File: config.mk
export PLATFORM = sky130hd
export DESIGN_NAME = rpte_core
export DESIGN_NICKNAME = d
export VERILOG_FILES = /design/src/rpte_core.v /design/src/rpte_pulse_filter.v
export VERILOG_INCLUDE_DIRS = /design/src
export SDC_FILE = /design/constraint.sdc
export NUM_CORES = 1
export LEC_CHECK = 0
export BUFFER_PORTS_ARGS = -buffer_cell sky130_fd_sc_hd__buf_2
export CAP_MARGIN = 20
export CORE_ASPECT_RATIO = 0.6
export CORE_MARGIN = 4
export CORE_UTILIZATION = 60
export DETAILED_ROUTE_END_ITERATION = 16
export HOLD_SLACK_MARGIN = 0.02
export PLACE_DENSITY = 0.88
export SLEW_MARGIN = 20
export SYNTH_ARGS = -nofsm -noshare
export SYNTH_HDL_FRONTEND = slang
export SYNTH_SLANG_ARGS = --single-unit
File: constraint.sdc
create_clock -name aclk -period 11.85 [get_ports aclk]
set_input_delay 2.37 -clock aclk [delete_from_list [all_inputs] [get_ports aclk]]
set_output_delay 2.37 -clock aclk [all_outputs]
set_load 0.01 [all_outputs]
File: src/rpte_regs.vh
// constants of the reply pulse train encoder: offsets, fields, timing
// assumes a 100 MHz aclk: cycle counts are of its 10 ns period
`ifndef RPTE_REGS_VH
`define RPTE_REGS_VH

// register byte offsets on the axi4-lite slave
`define RPTE_OFS_CTRL 8'h00
`define RPTE_OFS_CODE 8'h04
`define RPTE_OFS_RATE 8'h08
`define RPTE_OFS_STAT 8'h0C
`define RPTE_OFS_CNT 8'h10

// control register fields
`define RPTE_CTRL_EN 0
`define RPTE_CTRL_ALT_OFF 1
`define RPTE_CTRL_RST 32'h1

// code word layout: a1 a2 a4, b1 b2 b4, c1 c2 c4, d1 d2 d4
`define RPTE_A1 0
`define RPTE_A2 1
`define RPTE_A4 2
`define RPTE_B1 3
`define RPTE_B2 4
`define RPTE_B4 5
`define RPTE_C1 6
`define RPTE_C2 7
`define RPTE_C4 8
`define RPTE_D1 9
`define RPTE_D2 10
`define RPTE_D4 11

// rate limit in replies per second, legal range and reset value
`define RPTE_RATE_MIN 32'd500
`define RPTE_RATE_MAX 32'd2000
`define RPTE_RATE_RST 32'd1200

// timing in 10 ns cycles: slot, width, delay, filter, desense, us, dead
`define RPTE_SLOT_CYC 145
`define RPTE_WIDTH_CYC 45
`define RPTE_DELAY_CYC 300
`define RPTE_SHORT_CYC 30
`define RPTE_LONG_CYC 150
`define RPTE_DES_CYC 70
`define RPTE_US_CYC 100
`define RPTE_DEAD_CYC 2000

// slot numbers: framing pair at 0 and 14, special pulse at 17
`define RPTE_SLOT_F2 14
`define RPTE_SLOT_SPI 17
`define RPTE_NSLOT 18

// desensitisation start level and recovery step, in db
`define RPTE_DES_INIT 6'd45
`define RPTE_DES_STEP 6'd3
// sensitivity reduction levels in db
`define RPTE_SENS_MID 6'd15
`define RPTE_SENS_MAX 6'd40

`endif
File: src/rpte_core.v
// reply timing and pulse train encoder with its axi4-lite register slave
// assumes p3_lead, mode_c, alt_code are on aclk;
// rx_video, ident_sw, ext_suppress are pins, synchronised here
`include "rpte_regs.vh"

// Contract
// - framing pair 20.3 us apart
// - code slots on 1.45 us pitch
// - code slot order C1 first, D4 last
// - slot X stays empty
// - all 4096 codes sendable
// - ident pulse 4.35 us after last framing
// - no ident pulse in altitude mode
// - ident pulse held 15 to 30 s
// - each pulse lasts 0.45 us
// - first pulse 3 us after third
// - reply jitter within 0.1 us
// - same delay in every mode
// - dead time ends within 125 us
// - other lockout capped, low duty
// - too short or long pulses ignored
// - pulse over 0.7 us desenses
// - desense recovers linearly within 15 us
// - rate limit 500 to 2000
// - cut starts above 90, full by 150
// - rate limit defaults to 1200
// - sustains 1200 replies per second
// - altitude reply keeps framing
// - each pulse within 0.1 us of nominal
module rpte_core #(
    parameter IDENT_HOLD_CYC = 32'd2000000000, // 20 s of spi enable
    parameter RATE_WIN_CYC = 32'd1000000, // 10 ms rate window
    parameter WIN_PER_SEC = 32'd100, // windows in one second
    parameter LOCK_MAX_CYC = 32'd250000, // 2500 us lockout cap
    parameter LOCK_REST_CYC = 32'd5306000 // rest after a capped lockout
) (
    input wire aclk, // system clock, 100 mhz
    input wire aresetn, // synchronous reset, active low
    input wire [7:0] s_axi_awaddr, // write address
    input wire s_axi_awvalid, // write address valid
    output wire s_axi_awready, // write address ready
    input wire [31:0] s_axi_wdata, // write data
    input wire [3:0] s_axi_wstrb, // write byte enables
    input wire s_axi_wvalid, // write data valid
    output wire s_axi_wready, // write data ready
    output reg [1:0] s_axi_bresp, // write response
    output reg s_axi_bvalid, // write response valid
    input wire s_axi_bready, // write response ready
    input wire [7:0] s_axi_araddr, // read address
    input wire s_axi_arvalid, // read address valid
    output wire s_axi_arready, // read address ready
    output reg [31:0] s_axi_rdata, // read data
    output reg [1:0] s_axi_rresp, // read response
    output reg s_axi_rvalid, // read data valid
    input wire s_axi_rready, // read data ready
    input wire rx_video, // receiver video pin
    input wire p3_lead, // decoder: third pulse leading edge
    input wire mode_c, // decoder: interrogation is altitude mode
    input wire [11:0] alt_code, // altitude code from the digitiser
    input wire ident_sw, // identification switch pin
    input wire ext_suppress, // suppression from other equipment
    output reg tx_pulse, // reply transmitter key
    output reg [5:0] desense_db, // echo desensitisation level
    output reg [5:0] sens_reduce_db, // rate-control sensitivity cut
    output reg reply_busy, // reply or dead time in progress
    output reg lockout // external lockout active
);
    // one-hot reply sequencer states
    localparam ST_IDLE = 4'b0001;
    localparam ST_DELAY = 4'b0010;
    localparam ST_SEND = 4'b0100;
    localparam ST_DEAD = 4'b1000;

    reg [31:0] ctrl, rate_lim, reply_cnt; // control, rate limit, replies
    reg [11:0] code, use_code; // identity code, code of this reply
    reg [3:0] state, next_state; // sequencer state and next state
    reg [11:0] tcnt; // delay, phase and dead time counter
    reg [4:0] slot; // current slot of the train
    reg [`RPTE_NSLOT-1:0] train, next_train; // slot pattern, sent and built
    reg spi_en, lock_rest; // ident pulse this reply; lockout resting
    reg [31:0] ident_cnt, lock_cnt; // ident hold and lockout timers
    reg id_a, id_b, id_c; // ident sync stages and edge delay
    reg sp_a, sp_b; // suppression synchroniser stages
    reg [6:0] us_cnt; // microsecond divider for recovery
    reg [31:0] win_cnt, win_replies, meas_rate; // rate window and result
    wire [31:0] wr_data; // merged write data
    wire pulse_short, pulse_long, desense_hit; // filter width events
    wire wr_go, trig, ident_rise; // write taken, trigger, ident press

    // width discriminator on the receiver video
    rpte_pulse_filter #(.CW(8)) u_filter (
        .aclk(aclk),
        .aresetn(aresetn),
        .rx_video(rx_video),
        .pulse_short(pulse_short),
        .pulse_long(pulse_long),
        .desense_hit(desense_hit)
    );

    // write address and data are taken together when both are offered
    assign wr_go = s_axi_awvalid && s_axi_wvalid && !s_axi_bvalid;
    assign s_axi_awready = wr_go;
    assign s_axi_wready = wr_go;
    assign s_axi_arready = !s_axi_rvalid;

    // byte-lane merge of the write data into a register value
    function [31:0] merge;
        input [31:0] old;
        input [31:0] nw;
        input [3:0] strb;
        integer i;
        begin
            merge = old;
            for (i = 0; i < 4; i = i + 1)
                if (strb[i])
                    merge[i*8 +: 8] = nw[i*8 +: 8];
        end
    endfunction

    // register writes and the write response
    always @(posedge aclk) begin
        if (!aresetn) begin
            ctrl <= `RPTE_CTRL_RST;
            code <= 12'h000;
            rate_lim <= `RPTE_RATE_RST;
            s_axi_bvalid <= 1'b0;
            s_axi_bresp <= 2'b00;
        end else begin
            if (s_axi_bvalid && s_axi_bready)
                s_axi_bvalid <= 1'b0;
            if (wr_go) begin
                s_axi_bvalid <= 1'b1;
                s_axi_bresp <= 2'b00;
                case (s_axi_awaddr)
                    `RPTE_OFS_CTRL: ctrl <= merge(ctrl, s_axi_wdata,
                        s_axi_wstrb) & 32'h0000_0003;
                    `RPTE_OFS_CODE: code <= wr_data[11:0];
                    `RPTE_OFS_RATE: rate_lim <= (wr_data < `RPTE_RATE_MIN) ?
                        `RPTE_RATE_MIN : (wr_data > `RPTE_RATE_MAX) ?
                        `RPTE_RATE_MAX : wr_data;
                    `RPTE_OFS_STAT, `RPTE_OFS_CNT: ; // read-only
                    default: s_axi_bresp <= 2'b10; // unmapped
                endcase
            end
        end
    end

    // merged value for the code and rate registers
    assign wr_data = merge(s_axi_awaddr == `RPTE_OFS_CODE ?
        {20'h00000, code} : rate_lim, s_axi_wdata, s_axi_wstrb);

    // register reads
    always @(posedge aclk) begin
        if (!aresetn) begin
            s_axi_rvalid <= 1'b0;
            s_axi_rdata <= 32'h0000_0000;
            s_axi_rresp <= 2'b00;
        end else if (s_axi_rvalid) begin
            if (s_axi_rready)
                s_axi_rvalid <= 1'b0;
        end else if (s_axi_arvalid) begin
            s_axi_rvalid <= 1'b1;
            s_axi_rresp <= 2'b00;
            case (s_axi_araddr)
                `RPTE_OFS_CTRL: s_axi_rdata <= ctrl;
                `RPTE_OFS_CODE: s_axi_rdata <= {20'h00000, code};
                `RPTE_OFS_RATE: s_axi_rdata <= rate_lim;
                `RPTE_OFS_STAT: s_axi_rdata <= {12'h000, sens_reduce_db,
                    2'b00, desense_db, 2'b00, spi_en, lockout, reply_busy};
                `RPTE_OFS_CNT: s_axi_rdata <= reply_cnt;
                default: begin
                    s_axi_rdata <= 32'h0000_0000;
                    s_axi_rresp <= 2'b10; // unmapped
                end
            endcase
        end
    end

    // pin synchronisers for the ident switch and external suppression
    always @(posedge aclk) begin
        if (!aresetn) begin
            id_a <= 1'b0;
            id_b <= 1'b0;
            id_c <= 1'b0;
            sp_a <= 1'b0;
            sp_b <= 1'b0;
        end else begin
            id_a <= ident_sw;
            id_b <= id_a;
            id_c <= id_b;
            sp_a <= ext_suppress;
            sp_b <= sp_a;
        end
    end
    assign ident_rise = id_b && !id_c;

    // ident hold timer; every press reloads the full period
    always @(posedge aclk) begin
        if (!aresetn)
            ident_cnt <= 32'h0;
        else if (ident_rise)
            ident_cnt <= IDENT_HOLD_CYC;
        else if (ident_cnt != 32'h0)
            ident_cnt <= ident_cnt - 32'd1;
    end

    // external lockout, capped in length then rested to bound duty
    always @(posedge aclk) begin
        if (!aresetn) begin
            lockout <= 1'b0;
            lock_rest <= 1'b0;
            lock_cnt <= 32'h0;
        end else if (lock_rest) begin
            lockout <= 1'b0;
            if (lock_cnt == 32'h0)
                lock_rest <= 1'b0;
            else
                lock_cnt <= lock_cnt - 32'd1;
        end else if (sp_b) begin
            if (lock_cnt == LOCK_MAX_CYC - 32'd1) begin
                lockout <= 1'b0;
                lock_rest <= 1'b1;
                lock_cnt <= LOCK_REST_CYC;
            end else begin
                lockout <= 1'b1;
                lock_cnt <= lock_cnt + 32'd1;
            end
        end else begin
            lockout <= 1'b0;
            lock_cnt <= 32'h0;
        end
    end

    // only an idle, enabled, unlocked encoder accepts a trigger
    assign trig = p3_lead && state == ST_IDLE && !lockout
        && ctrl[`RPTE_CTRL_EN];

    // build the slot pattern at trigger time
    always @* begin
        use_code = mode_c ? (ctrl[`RPTE_CTRL_ALT_OFF] ? 12'h000 : alt_code)
            : code;
        next_train = {`RPTE_NSLOT{1'b0}};
        next_train[0] = 1'b1;
        next_train[`RPTE_SLOT_F2] = 1'b1;
        next_train[1] = use_code[`RPTE_C1];
        next_train[2] = use_code[`RPTE_A1];
        next_train[3] = use_code[`RPTE_C2];
        next_train[4] = use_code[`RPTE_A2];
        next_train[5] = use_code[`RPTE_C4];
        next_train[6] = use_code[`RPTE_A4];
        next_train[7] = 1'b0;
        next_train[8] = use_code[`RPTE_B1];
        next_train[9] = use_code[`RPTE_D1];
        next_train[10] = use_code[`RPTE_B2];
        next_train[11] = use_code[`RPTE_D2];
        next_train[12] = use_code[`RPTE_B4];
        next_train[13] = use_code[`RPTE_D4];
        next_train[`RPTE_SLOT_SPI] = (ident_cnt != 32'h0000_0000)
            && !mode_c;
    end

    // sequencer next state
    always @* begin
        next_state = state;
        case (state)
            ST_IDLE: if (trig) next_state = ST_DELAY;
            ST_DELAY: begin
                // the third pulse proved too narrow or too wide
                if (pulse_short || pulse_long)
                    next_state = ST_IDLE;
                else if (tcnt == `RPTE_DELAY_CYC - 1)
                    next_state = ST_SEND;
            end
            ST_SEND: if (slot == `RPTE_NSLOT - 1 && tcnt == `RPTE_SLOT_CYC - 1)
                next_state = ST_DEAD;
            ST_DEAD: if (tcnt == `RPTE_DEAD_CYC - 1) next_state = ST_IDLE;
            default: next_state = ST_IDLE;
        endcase
    end

    // sequencer registers, slot timing and the transmitter key
    always @(posedge aclk) begin
        if (!aresetn) begin
            state <= ST_IDLE;
            tcnt <= 12'h000;
            slot <= 5'h00;
            train <= {`RPTE_NSLOT{1'b0}};
            spi_en <= 1'b0;
            tx_pulse <= 1'b0;
            reply_busy <= 1'b0;
            reply_cnt <= 32'h0000_0000;
        end else begin
            state <= next_state;
            reply_busy <= next_state != ST_IDLE;
            if (next_state != state)
                tcnt <= 12'h000;
            else if (state == ST_SEND && tcnt == `RPTE_SLOT_CYC - 1)
                tcnt <= 12'h000;
            else
                tcnt <= tcnt + 12'h001;
            if (trig) begin
                train <= next_train;
                spi_en <= next_train[`RPTE_SLOT_SPI];
            end
            // key is high for the first part of each occupied slot
            if (next_state == ST_SEND && state == ST_DELAY) begin
                slot <= 5'h00;
                reply_cnt <= reply_cnt + 32'd1;
                tx_pulse <= train[0];
            end else if (state == ST_SEND) begin
                if (tcnt == `RPTE_SLOT_CYC - 1) begin
                    slot <= slot + 5'h01;
                    tx_pulse <= slot != `RPTE_NSLOT - 1
                        && train[slot + 5'h01];
                end else if (tcnt == `RPTE_WIDTH_CYC - 1)
                    tx_pulse <= 1'b0;
            end else
                tx_pulse <= 1'b0;
        end
    end

    // echo desensitisation with linear recovery of 3 db per microsecond
    always @(posedge aclk) begin
        if (!aresetn) begin
            desense_db <= 6'h00;
            us_cnt <= 7'h00;
        end else if (desense_hit) begin
            desense_db <= `RPTE_DES_INIT;
            us_cnt <= 7'h00;
        end else if (desense_db != 6'h00) begin
            if (us_cnt == `RPTE_US_CYC - 1) begin
                us_cnt <= 7'h00;
                desense_db <= (desense_db > `RPTE_DES_STEP) ?
                    desense_db - `RPTE_DES_STEP : 6'h00;
            end else
                us_cnt <= us_cnt + 7'h01;
        end
    end

    // reply rate measured over a window, scaled to replies per second
    always @(posedge aclk) begin
        if (!aresetn) begin
            win_cnt <= 32'h0;
            win_replies <= 32'h0;
            meas_rate <= 32'h0;
        end else if (win_cnt == RATE_WIN_CYC - 32'd1) begin
            win_cnt <= 32'h0;
            meas_rate <= win_replies * WIN_PER_SEC;
            win_replies <= 32'h0;
        end else begin
            win_cnt <= win_cnt + 32'd1;
            if (state == ST_DELAY && next_state == ST_SEND)
                win_replies <= win_replies + 32'd1;
        end
    end

    // sensitivity reduction steps against the selected limit
    always @(posedge aclk) begin
        if (!aresetn)
            sens_reduce_db <= 6'h00;
        else if (meas_rate * 32'd10 <= rate_lim * 32'd9)
            sens_reduce_db <= 6'h00;
        else if (meas_rate * 32'd2 >= rate_lim * 32'd3)
            sens_reduce_db <= `RPTE_SENS_MAX;
        else
            sens_reduce_db <= `RPTE_SENS_MID;
    end
endmodule // rpte_core

File: src/rpte_pulse_filter.v
// pulse width discriminator for the receiver video input
// assumes rx_video is asynchronous to aclk
`include "rpte_regs.vh"

module rpte_pulse_filter #(
    parameter CW = 8 // width counter bits
) (
    input wire aclk, // system clock
    input wire aresetn, // synchronous reset, active low
    input wire rx_video, // raw detected video pulse
    output reg pulse_short, // pulse ended shorter than the low limit
    output reg pulse_long, // pulse grew past the high limit
    output reg desense_hit // pulse reached the desense width
);
    reg sync_a; // first synchroniser stage
    reg sync_b; // second synchroniser stage
    reg [CW-1:0] width; // cycles the pulse has lasted

    // two-stage synchroniser; only sync_b is read
    always @(posedge aclk) begin
        if (!aresetn) begin
            sync_a <= 1'b0;
            sync_b <= 1'b0;
        end else begin
            sync_a <= rx_video;
            sync_b <= sync_a;
        end
    end

    // width counting and the three width events
    always @(posedge aclk) begin
        if (!aresetn) begin
            width <= {CW{1'b0}};
            pulse_short <= 1'b0;
            pulse_long <= 1'b0;
            desense_hit <= 1'b0;
        end else begin
            pulse_short <= 1'b0;
            pulse_long <= 1'b0;
            desense_hit <= 1'b0;
            if (sync_b) begin
                // saturate so a long pulse never wraps
                if (width != {CW{1'b1}})
                    width <= width + 1'b1;
                if (width == `RPTE_DES_CYC - 1)
                    desense_hit <= 1'b1;
                if (width == `RPTE_LONG_CYC)
                    pulse_long <= 1'b1;
            end else begin
                // trailing edge of a pulse too narrow to act on
                if (width != {CW{1'b0}} && width < `RPTE_SHORT_CYC)
                    pulse_short <= 1'b1;
                width <= {CW{1'b0}};
            end
        end
    end
endmodule // rpte_pulse_filter

==> results by group, run 1 <==
CTS
  – Root cell of the clock tree: sky130_fd_sc_hd__clkbuf_16
  – TritonCTS clock tree: done
  – CTS Buf Count: 35
  – Clock network latency to the later pin of the worst-skew pair: 0.54 ns
  – # resized after CTS: 0
  – Hold buffer count at CTS: 0
  – Number of H-tree branching levels: 2
  – Clk sink count: 341
  – Clk pin slew, worst setup/hold paths: 0.06 ns
  – Maximum buffer depth of the clock tree: 3
  – Post-CTS repair timing setup buffer count: 0

Synth
  – Yosys Warn Count: 0
  – Main synth FF type: sky130_fd_sc_hd__dfxtp_1
  – Average footprint of a synthesized cell: 8.15 sq um
  – #FFs+latches synth: 341
  – Number of distinct library cell variants in the gate-level netlist after synthesis: 96
  – Share of synthesized registers carrying an async set or reset: 0
  – Post-Synthesis Cells: 2966
  – Netlist area before placement: 0.0242 sq mm
  – Sequential share of the synthesized area: 0.282
  – Number of synthesized flops with an enable pin: 0

Power
  – Power density relative to cell area: 107 mW/mm^2
  – Leak pwr: 0.0120 uW
  – Sw Share: 0.271
  – Net Switching: 766 uW
  – Share of total power in sequential cells: 0.443
  – Clock network power share: 0.427
  – Combinational share of power: 0.130
  – Maximum resistive drop on vdd: 128 uV
  – Pint: 2060 uW

Worst setup path
  – Buffering stage count on the worst path with inverters included: 2
  – Gate family responsible for the most delay along the worst path: simple AND/OR/NAND/NOR gates
  – Ordered list of cells on the worst path: buf_2 -> nand2_1 -> nor2_1 -> buf_2
  – Reg-to-reg slack, setup: 6.49 ns
  – Type of element launching the critical path: input pin
  – Most numerous cell on the critical path: sky130_fd_sc_hd__buf_2
  – Cell with the largest stage delay on the worst path: sky130_fd_sc_hd__nor2_1
  – Launching point of the worst reg2reg path: rate_lim[5]
  – Worst R2R End: sens_reduce_db[5]
  – Element type at the critical path end: output port
  – CP Class: in -> out
  – Reg2reg path depth: 19
  – Critical Path Sink: s_axi_wready
  – Arrival time of data at the critical path endpoint: 3.07 ns
  – Total stage count of the critical path: 4
  – Slowest stage delay, CP: 0.34 ns
  – Required time worst endpoint: 9.48 ns
  – Highest net fanout along the worst path: 7
  – Start point of the critical path: s_axi_awvalid

Placed design
  – Worst slack after detailed placement: 6.17 ns
  – Weighted congestion reported at the end of routability-driven placement: 0.937
  – IO Port Bufs: 128
  – Dpl hpwl: 49700 um

Floorplan
  – Site Rows: 56
  – Die height: 163 um
  – Overall die area: 0.0437 sq mm
  – Boundary pin count: 132
  – Initial Utilization: 0.613
  – Die Span X: 267 um
  – Area inside the core boundary: 0.0394 sq mm

STA
  – Endpoints failing hold: 0
  – Final Max Tran Viols: 0
  – Minimum clock period: 5.44 ns
  – Max Clock Skew: 0.0189 ns
  – Maximum operating frequency: 184 MHz
  – Relative slew margins: 0.241
  – Transition time of the tightest slew-check pin: 1.13 ns
  – Setup Viol. Count Final: 0
  – RSZ-0062 raised after global routing: false
  – Minimum setup slack in the final design: 6.41 ns
  – Final worst path period share: 0.459
  – Post-route setup TNS: 0 ns

Final layout
  – Most common cell after layout, fill and taps aside: sky130_fd_sc_hd__nor2_1
  – Final design utilization: 0.668
  – Final-stage net count: 3425
  – Growth of design area from synthesis to finish: 9.08%
  – Layout filler cell count: 3209
  – Share of cells above drive strength 1: 0.0846
  – Leading cell types in the layout, fill and taps excluded: sky130_fd_sc_hd__nor2_1 (353), sky130_fd_sc_hd__dfxtp_1 (341), sky130_fd_sc_hd__ha_1 (285)

Route
  – Routed Wire Length: 66500 um
  – Average via count per standard cell: 6.29
  – First DRT Iteration DRCs: 2345
  – Wirelength per Cell: 18.5 um
  – DRT antenna net count: 0
  – Residual DRC: 0
  – Detailed-route via count: 22600
  – Number of detailed-routing iterations run before antenna repair: 7

Global routing
  – Global-route wire length before repair: 108000 um
  – Grt total ovfl: 0
  – Number of global-route vias before repair: 21700
  – Total global routing track utilization: 0.296
  – Pin count of the biggest net entering global routing: 63
  – Number of antenna violations at the first check in global routing: 2

Flow run
  – Max-cap violations: 0

Status
  – Outcome: finished, final reports clean

Worst hold path
  – Hold Crit Depth: 1
  – Worst Hold Class: reg -> reg
  – Hold path startpoint: u_filter.sync_a
## per-layer routing
| metal | GRT usage | part of all wire |
|---|---|---|
| met1 | 0.405 | 0.44 |
| met2 | 0.481 | 0.45 |
| met3 | 0.0464 | 0.076 |
| met4 | 0.0940 | 0.027 |
| met5 | 0 | 0.00020 |
## cell usage after synthesis (all sizes together), types with 23 or more instances
master	instances	area, sq um
a211oi	39	293
a21o	73	548
a21oi	220	1100
a22oi	39	293
a31oi	23	150
and2	24	150
and3	72	455
buf	28	148
clkbuf	81	304
dfxtp	341	6830
fa	26	521
ha	285	3570
inv	171	642
nand2	259	980
nand3	96	485
nand4	54	338
nor2	354	1330
nor2b	32	200
nor3	56	297
nor4	32	221
o21ai	95	479
or3	29	181
xnor2	127	1110
xor2	110	963
## worst min path at each step
stage / end / slack, ns
after global placement: id_b / 0.41
after floorplan: id_b / 0.41
after CTS: u_filter.sync_b / 0.44
final: u_filter.sync_b / 0.44
after detailed placement: id_b / 0.42
after global routing: u_filter.sync_b / 0.47
## power by group through the flow
| stage | clock network [uW] | registers (uW) | logic (uW) |
|---|---|---|---|
| 3_5_place_dp | 0 | 1270 | 356 |
| 4_1_cts | 1210 | 1250 | 359 |
| 2_1_floorplan | 0 | 1260 | 278 |
| 6_report | 1200 | 1250 | 367 |
| 5_1_grt | 1260 | 1260 | 399 |
| 3_3_place_gp | 0 | 1270 | 333 |
## kinds of logic after synthesis
| group | synth area share |
|---|---|
| compound gates | 0.171 |
| xor+xnor | 0.0859 |
| fa+ha+maj | 0.169 |
| buf+inv | 0.0454 |
| flops | 0.282 |
| mux | 0.0168 |
| other cells | 0.000155 |
| simple gates | 0.229 |
## worst reg2reg max path: stages, from the launching register on
cell and delay [ns]:
sky130_fd_sc_hd__dfxtp_1 0.53, sky130_fd_sc_hd__ha_1 0.32, sky130_fd_sc_hd__ha_1 0.33, sky130_fd_sc_hd__a211o_1 0.36, sky130_fd_sc_hd__a2111oi_2 0.46, sky130_fd_sc_hd__o211ai_1 0.27
sky130_fd_sc_hd__a211oi_1 0.36, sky130_fd_sc_hd__nor2_1 0.13, sky130_fd_sc_hd__a21o_1 0.20, sky130_fd_sc_hd__a21oi_1 0.17, sky130_fd_sc_hd__xor2_1 0.17, sky130_fd_sc_hd__ha_1 0.26
sky130_fd_sc_hd__a21o_1 0.16, sky130_fd_sc_hd__a21o_1 0.17, sky130_fd_sc_hd__a21o_1 0.17, sky130_fd_sc_hd__a21o_1 0.17, sky130_fd_sc_hd__a21o_1 0.17, sky130_fd_sc_hd__a21o_1 0.16
sky130_fd_sc_hd__a221oi_1 0.54, sky130_fd_sc_hd__a211oi_1 0.11
## state kept, by name, summed over array words and instances, names as in the netlist, 7 cells and up
register        count
ident_cnt          32
lock_cnt           32
rate_lim           32
reply_cnt          32
s_axi_rdata        32
win_cnt            32
meas_rate          29
win_replies        29
train              13
code               12
tcnt               12
u_filter.width      8
us_cnt              7
## cell type report
class,count,area (sq um),share of cell area
Multi-Input combinational cell,2346,16300,0.617
Clock inverter,20,288,0.0109
Clock buffer,42,922,0.0350
Inverter,172,648,0.0246
Timing Repair Buffer,142,749,0.0284
Antenna cell,1,2.50,0.0000949
Tap cell,522,653,0.0248
Sequential cell,341,6830,0.259
## per-stage QoR
stage / power [uW] / hold WS, ns / instance area, sq um / instances
2_1_floorplan: 1540 / 0.412 / 24200 / 2968
3_3_place_gp: 1600 / 0.414 / 25100 / 3522
3_5_place_dp: 1630 / 0.422 / 25100 / 3522
4_1_cts: 2820 / 0.445 / 26400 / 3584
5_1_grt: 2910 / 0.469 / 26400 / 3585
6_report: 2820 / 0.438 / 26400 / 3586
Note: power is estimated with default switching activity, not from simulation.
==> run 2, diff against run 1 <==
==> constraint.sdc (replaced) <==
create_clock -name aclk -period 5.15 [get_ports aclk]
set_input_delay 1.03 -clock aclk [delete_from_list [all_inputs] [get_ports aclk]]
set_output_delay 1.03 -clock aclk [all_outputs]
set_load 0.01 [all_outputs]
==> run 2 against run 1 <==
Compared with the run above: first-iteration DRC count up 4.4%; global-route usage shrank 0.56 points; register-to-register slack lost 6.3 ns; combinational power increased by 130%; core utilization is 0.25 points higher; non-clock buffer count grew 8; wire length down 1.4%; sequential cell count unchanged; worst hold slack better by 0.0021 ns; design area increased by 0.37%; via count fell by 0.90%; critical path type is now reg -> reg; highest routed layer unchanged.
==> results by group, run 2 (same netlist as run 1, synthesis figures left out) <==
Final layout
  – Leading cell types in the layout, fill and taps excluded: sky130_fd_sc_hd__nor2_1 (352), sky130_fd_sc_hd__dfxtp_1 (340), sky130_fd_sc_hd__ha_1 (285)
  – Final design utilization: 0.671
  – Final-stage net count: 3432
  – Antenna diodes: 0
  – Combined flip-flop and latch cell area: 0.00683 sq mm
  – Area of combinational cells with multiple inputs: 0.0163 sq mm
  – Most common cell after layout, fill and taps aside: sky130_fd_sc_hd__nor2_1
  – Layout filler cell count: 3085
  – Share of cells above drive strength 1: 0.0886
  – Growth of design area from synthesis to finish: 9.48%

Placed design
  – Dpl hpwl: 49100 um
  – IO Port Bufs: 128
  – Weighted congestion reported at the end of routability-driven placement: 0.944

Floorplan
  – Die height: 163 um
  – Initial Utilization: 0.613
  – Boundary pin count: 132
  – Die Span X: 267 um
  – Site Rows: 56
  – Area inside the core boundary: 0.0394 sq mm
  – Overall die area: 0.0437 sq mm

Worst setup path
  – Ordered list of cells on the worst path: ha_1 -> ha_1 -> a211o_1 -> a2111oi_4 -> o211ai_1 -> a211oi_1 -> nor2_1 -> a21o_1 -> a21oi_1 -> xor2_1 -> ha_1 -> a21o_1 -> a21o_1 -> a21o_1 -> a21o_1 -> a21o_1 -> a21o_1 -> a221oi_1 -> nor4bb_1
  – Type of element launching the critical path: flop
  – Required time worst endpoint: 5.55 ns
  – Most numerous cell on the critical path: sky130_fd_sc_hd__a21o_1
  – Element type at the critical path end: flop
  – Highest net fanout along the worst path: 7
  – Slowest stage delay, CP: 0.50 ns
  – Cell with the largest stage delay on the worst path: sky130_fd_sc_hd__dfxtp_1
  – Arrival time of data at the critical path endpoint: 5.38 ns
  – CP Class: reg -> reg

Route
  – Residual DRC: 0
  – Number of detailed-routing iterations run before antenna repair: 6
  – First DRT Iteration DRCs: 2449
  – DRT antenna net count: 0
  – Wirelength per Cell: 18.3 um
  – Average via count per standard cell: 6.23
  – Detailed-route via count: 22400
  – Routed Wire Length: 65600 um

Power
  – Maximum resistive drop on vdd: 236 uV
  – Power density relative to cell area: 243 mW/mm^2
  – Leak pwr: 0.0120 uW

CTS
  – Hold buffer count at CTS: 0
  – Clk sink count: 341
  – Clock network latency to the later pin of the worst-skew pair: 0.53 ns
  – CTS Buf Count: 34
  – # resized after CTS: 0
  – Maximum buffer depth of the clock tree: 3
  – Clk pin slew, worst setup/hold paths: 0.07 ns
  – Number of H-tree branching levels: 2
  – Post-CTS repair timing setup buffer count: 0
  – TritonCTS clock tree: done
  – Root cell of the clock tree: sky130_fd_sc_hd__clkbuf_16

Global routing
  – Met1 track demand over resource: 0.393
  – Global-route wire length before repair: 107000 um
  – Global Route met2 Usage: 0.475
  – Number of global-route vias before repair: 21500
  – Total global routing track utilization: 0.290
  – Pin count of the biggest net entering global routing: 127
  – Met3 routing resource usage after global routing: 0.0516
  – Grt total ovfl: 0
  – GRT busiest layer: met2
  – Number of antenna violations at the first check in global routing: 4

STA
  – Relative slew margins: 0.260
  – Final worst path period share: 0.966
  – Post-route setup TNS: 0 ns
  – Maximum operating frequency: 201 MHz
  – Setup Viol. Count Final: 0
  – Max Clock Skew: 0.0188 ns
  – Final Max Tran Viols: 0
  – Endpoints failing hold: 0
  – Minimum clock period: 4.98 ns
  – Transition time of the tightest slew-check pin: 1.11 ns

Status
  – Outcome: finished, final reports clean

Worst hold path
  – Worst Hold Class: reg -> reg

Flow run
  – Max-cap violations: 0
-- run 2: area by class of cell --
type	count	area share
inverters	172	0.0245
well taps	522	0.0247
repair buffers	150	0.0309
clock buffers	42	0.0352
clock inverters	19	0.0105
multi-input cells	2346	0.616
flip-flops and latches	341	0.258
-- run 2: final timing paths --
| path | start | slack, ns | depth (start not counted) | to |
|---|---|---|---|---|
| hold reg to reg | u_filter.sync_a | 0.44 | 1 | u_filter.sync_b |
| setup / recovery | rate_lim[4] | 0.17 | 19 | sens_reduce_db[2] |
| setup reg to reg | rate_lim[4] | 0.17 | 19 | sens_reduce_db[2] |
| hold / removal | u_filter.sync_a | 0.44 | 1 | u_filter.sync_b |
-- run 2: critical path: cells and delay by family, from the launching register on --
| kind | cells | cell delay [ns] |
|---|---|---|
| DFF | 1 | 0.50 |
| and+or+nand+nor | 2 | 0.23 |
| xor gates and xnor gates | 1 | 0.18 |
| AOI/OAI and AO/OA | 13 | 3.13 |
| adders and majority gates | 3 | 0.81 |
-- run 2: through the flow --
step | instances | hold slack (ns) | power, uW | cell area (sq um) | setup WS [ns]
after floorplan | 2968 | 0.412 | 3540 | 24200 | 0.661
after global placement | 3531 | 0.420 | 3680 | 25200 | 0.199
after detailed placement | 3531 | 0.427 | 3740 | 25200 | 0.143
after CTS | 3592 | 0.442 | 6450 | 26400 | 0.120
after global routing | 3592 | 0.447 | 6660 | 26500 | -0.00269
final | 3592 | 0.440 | 6430 | 26500 | 0.173
-- run 2: metal layers --
layer,vias up,share of wire
met3,166,0.077
met4,8,0.028
met5,-,0.00067
met2,921,0.45
li1,10700,-
met1,10500,0.44
-- run 2: power breakdown --
part           internal [uW]  switching [uW]
Sequential              2760             120
Combinational            341             499
Clock                   1600            1110
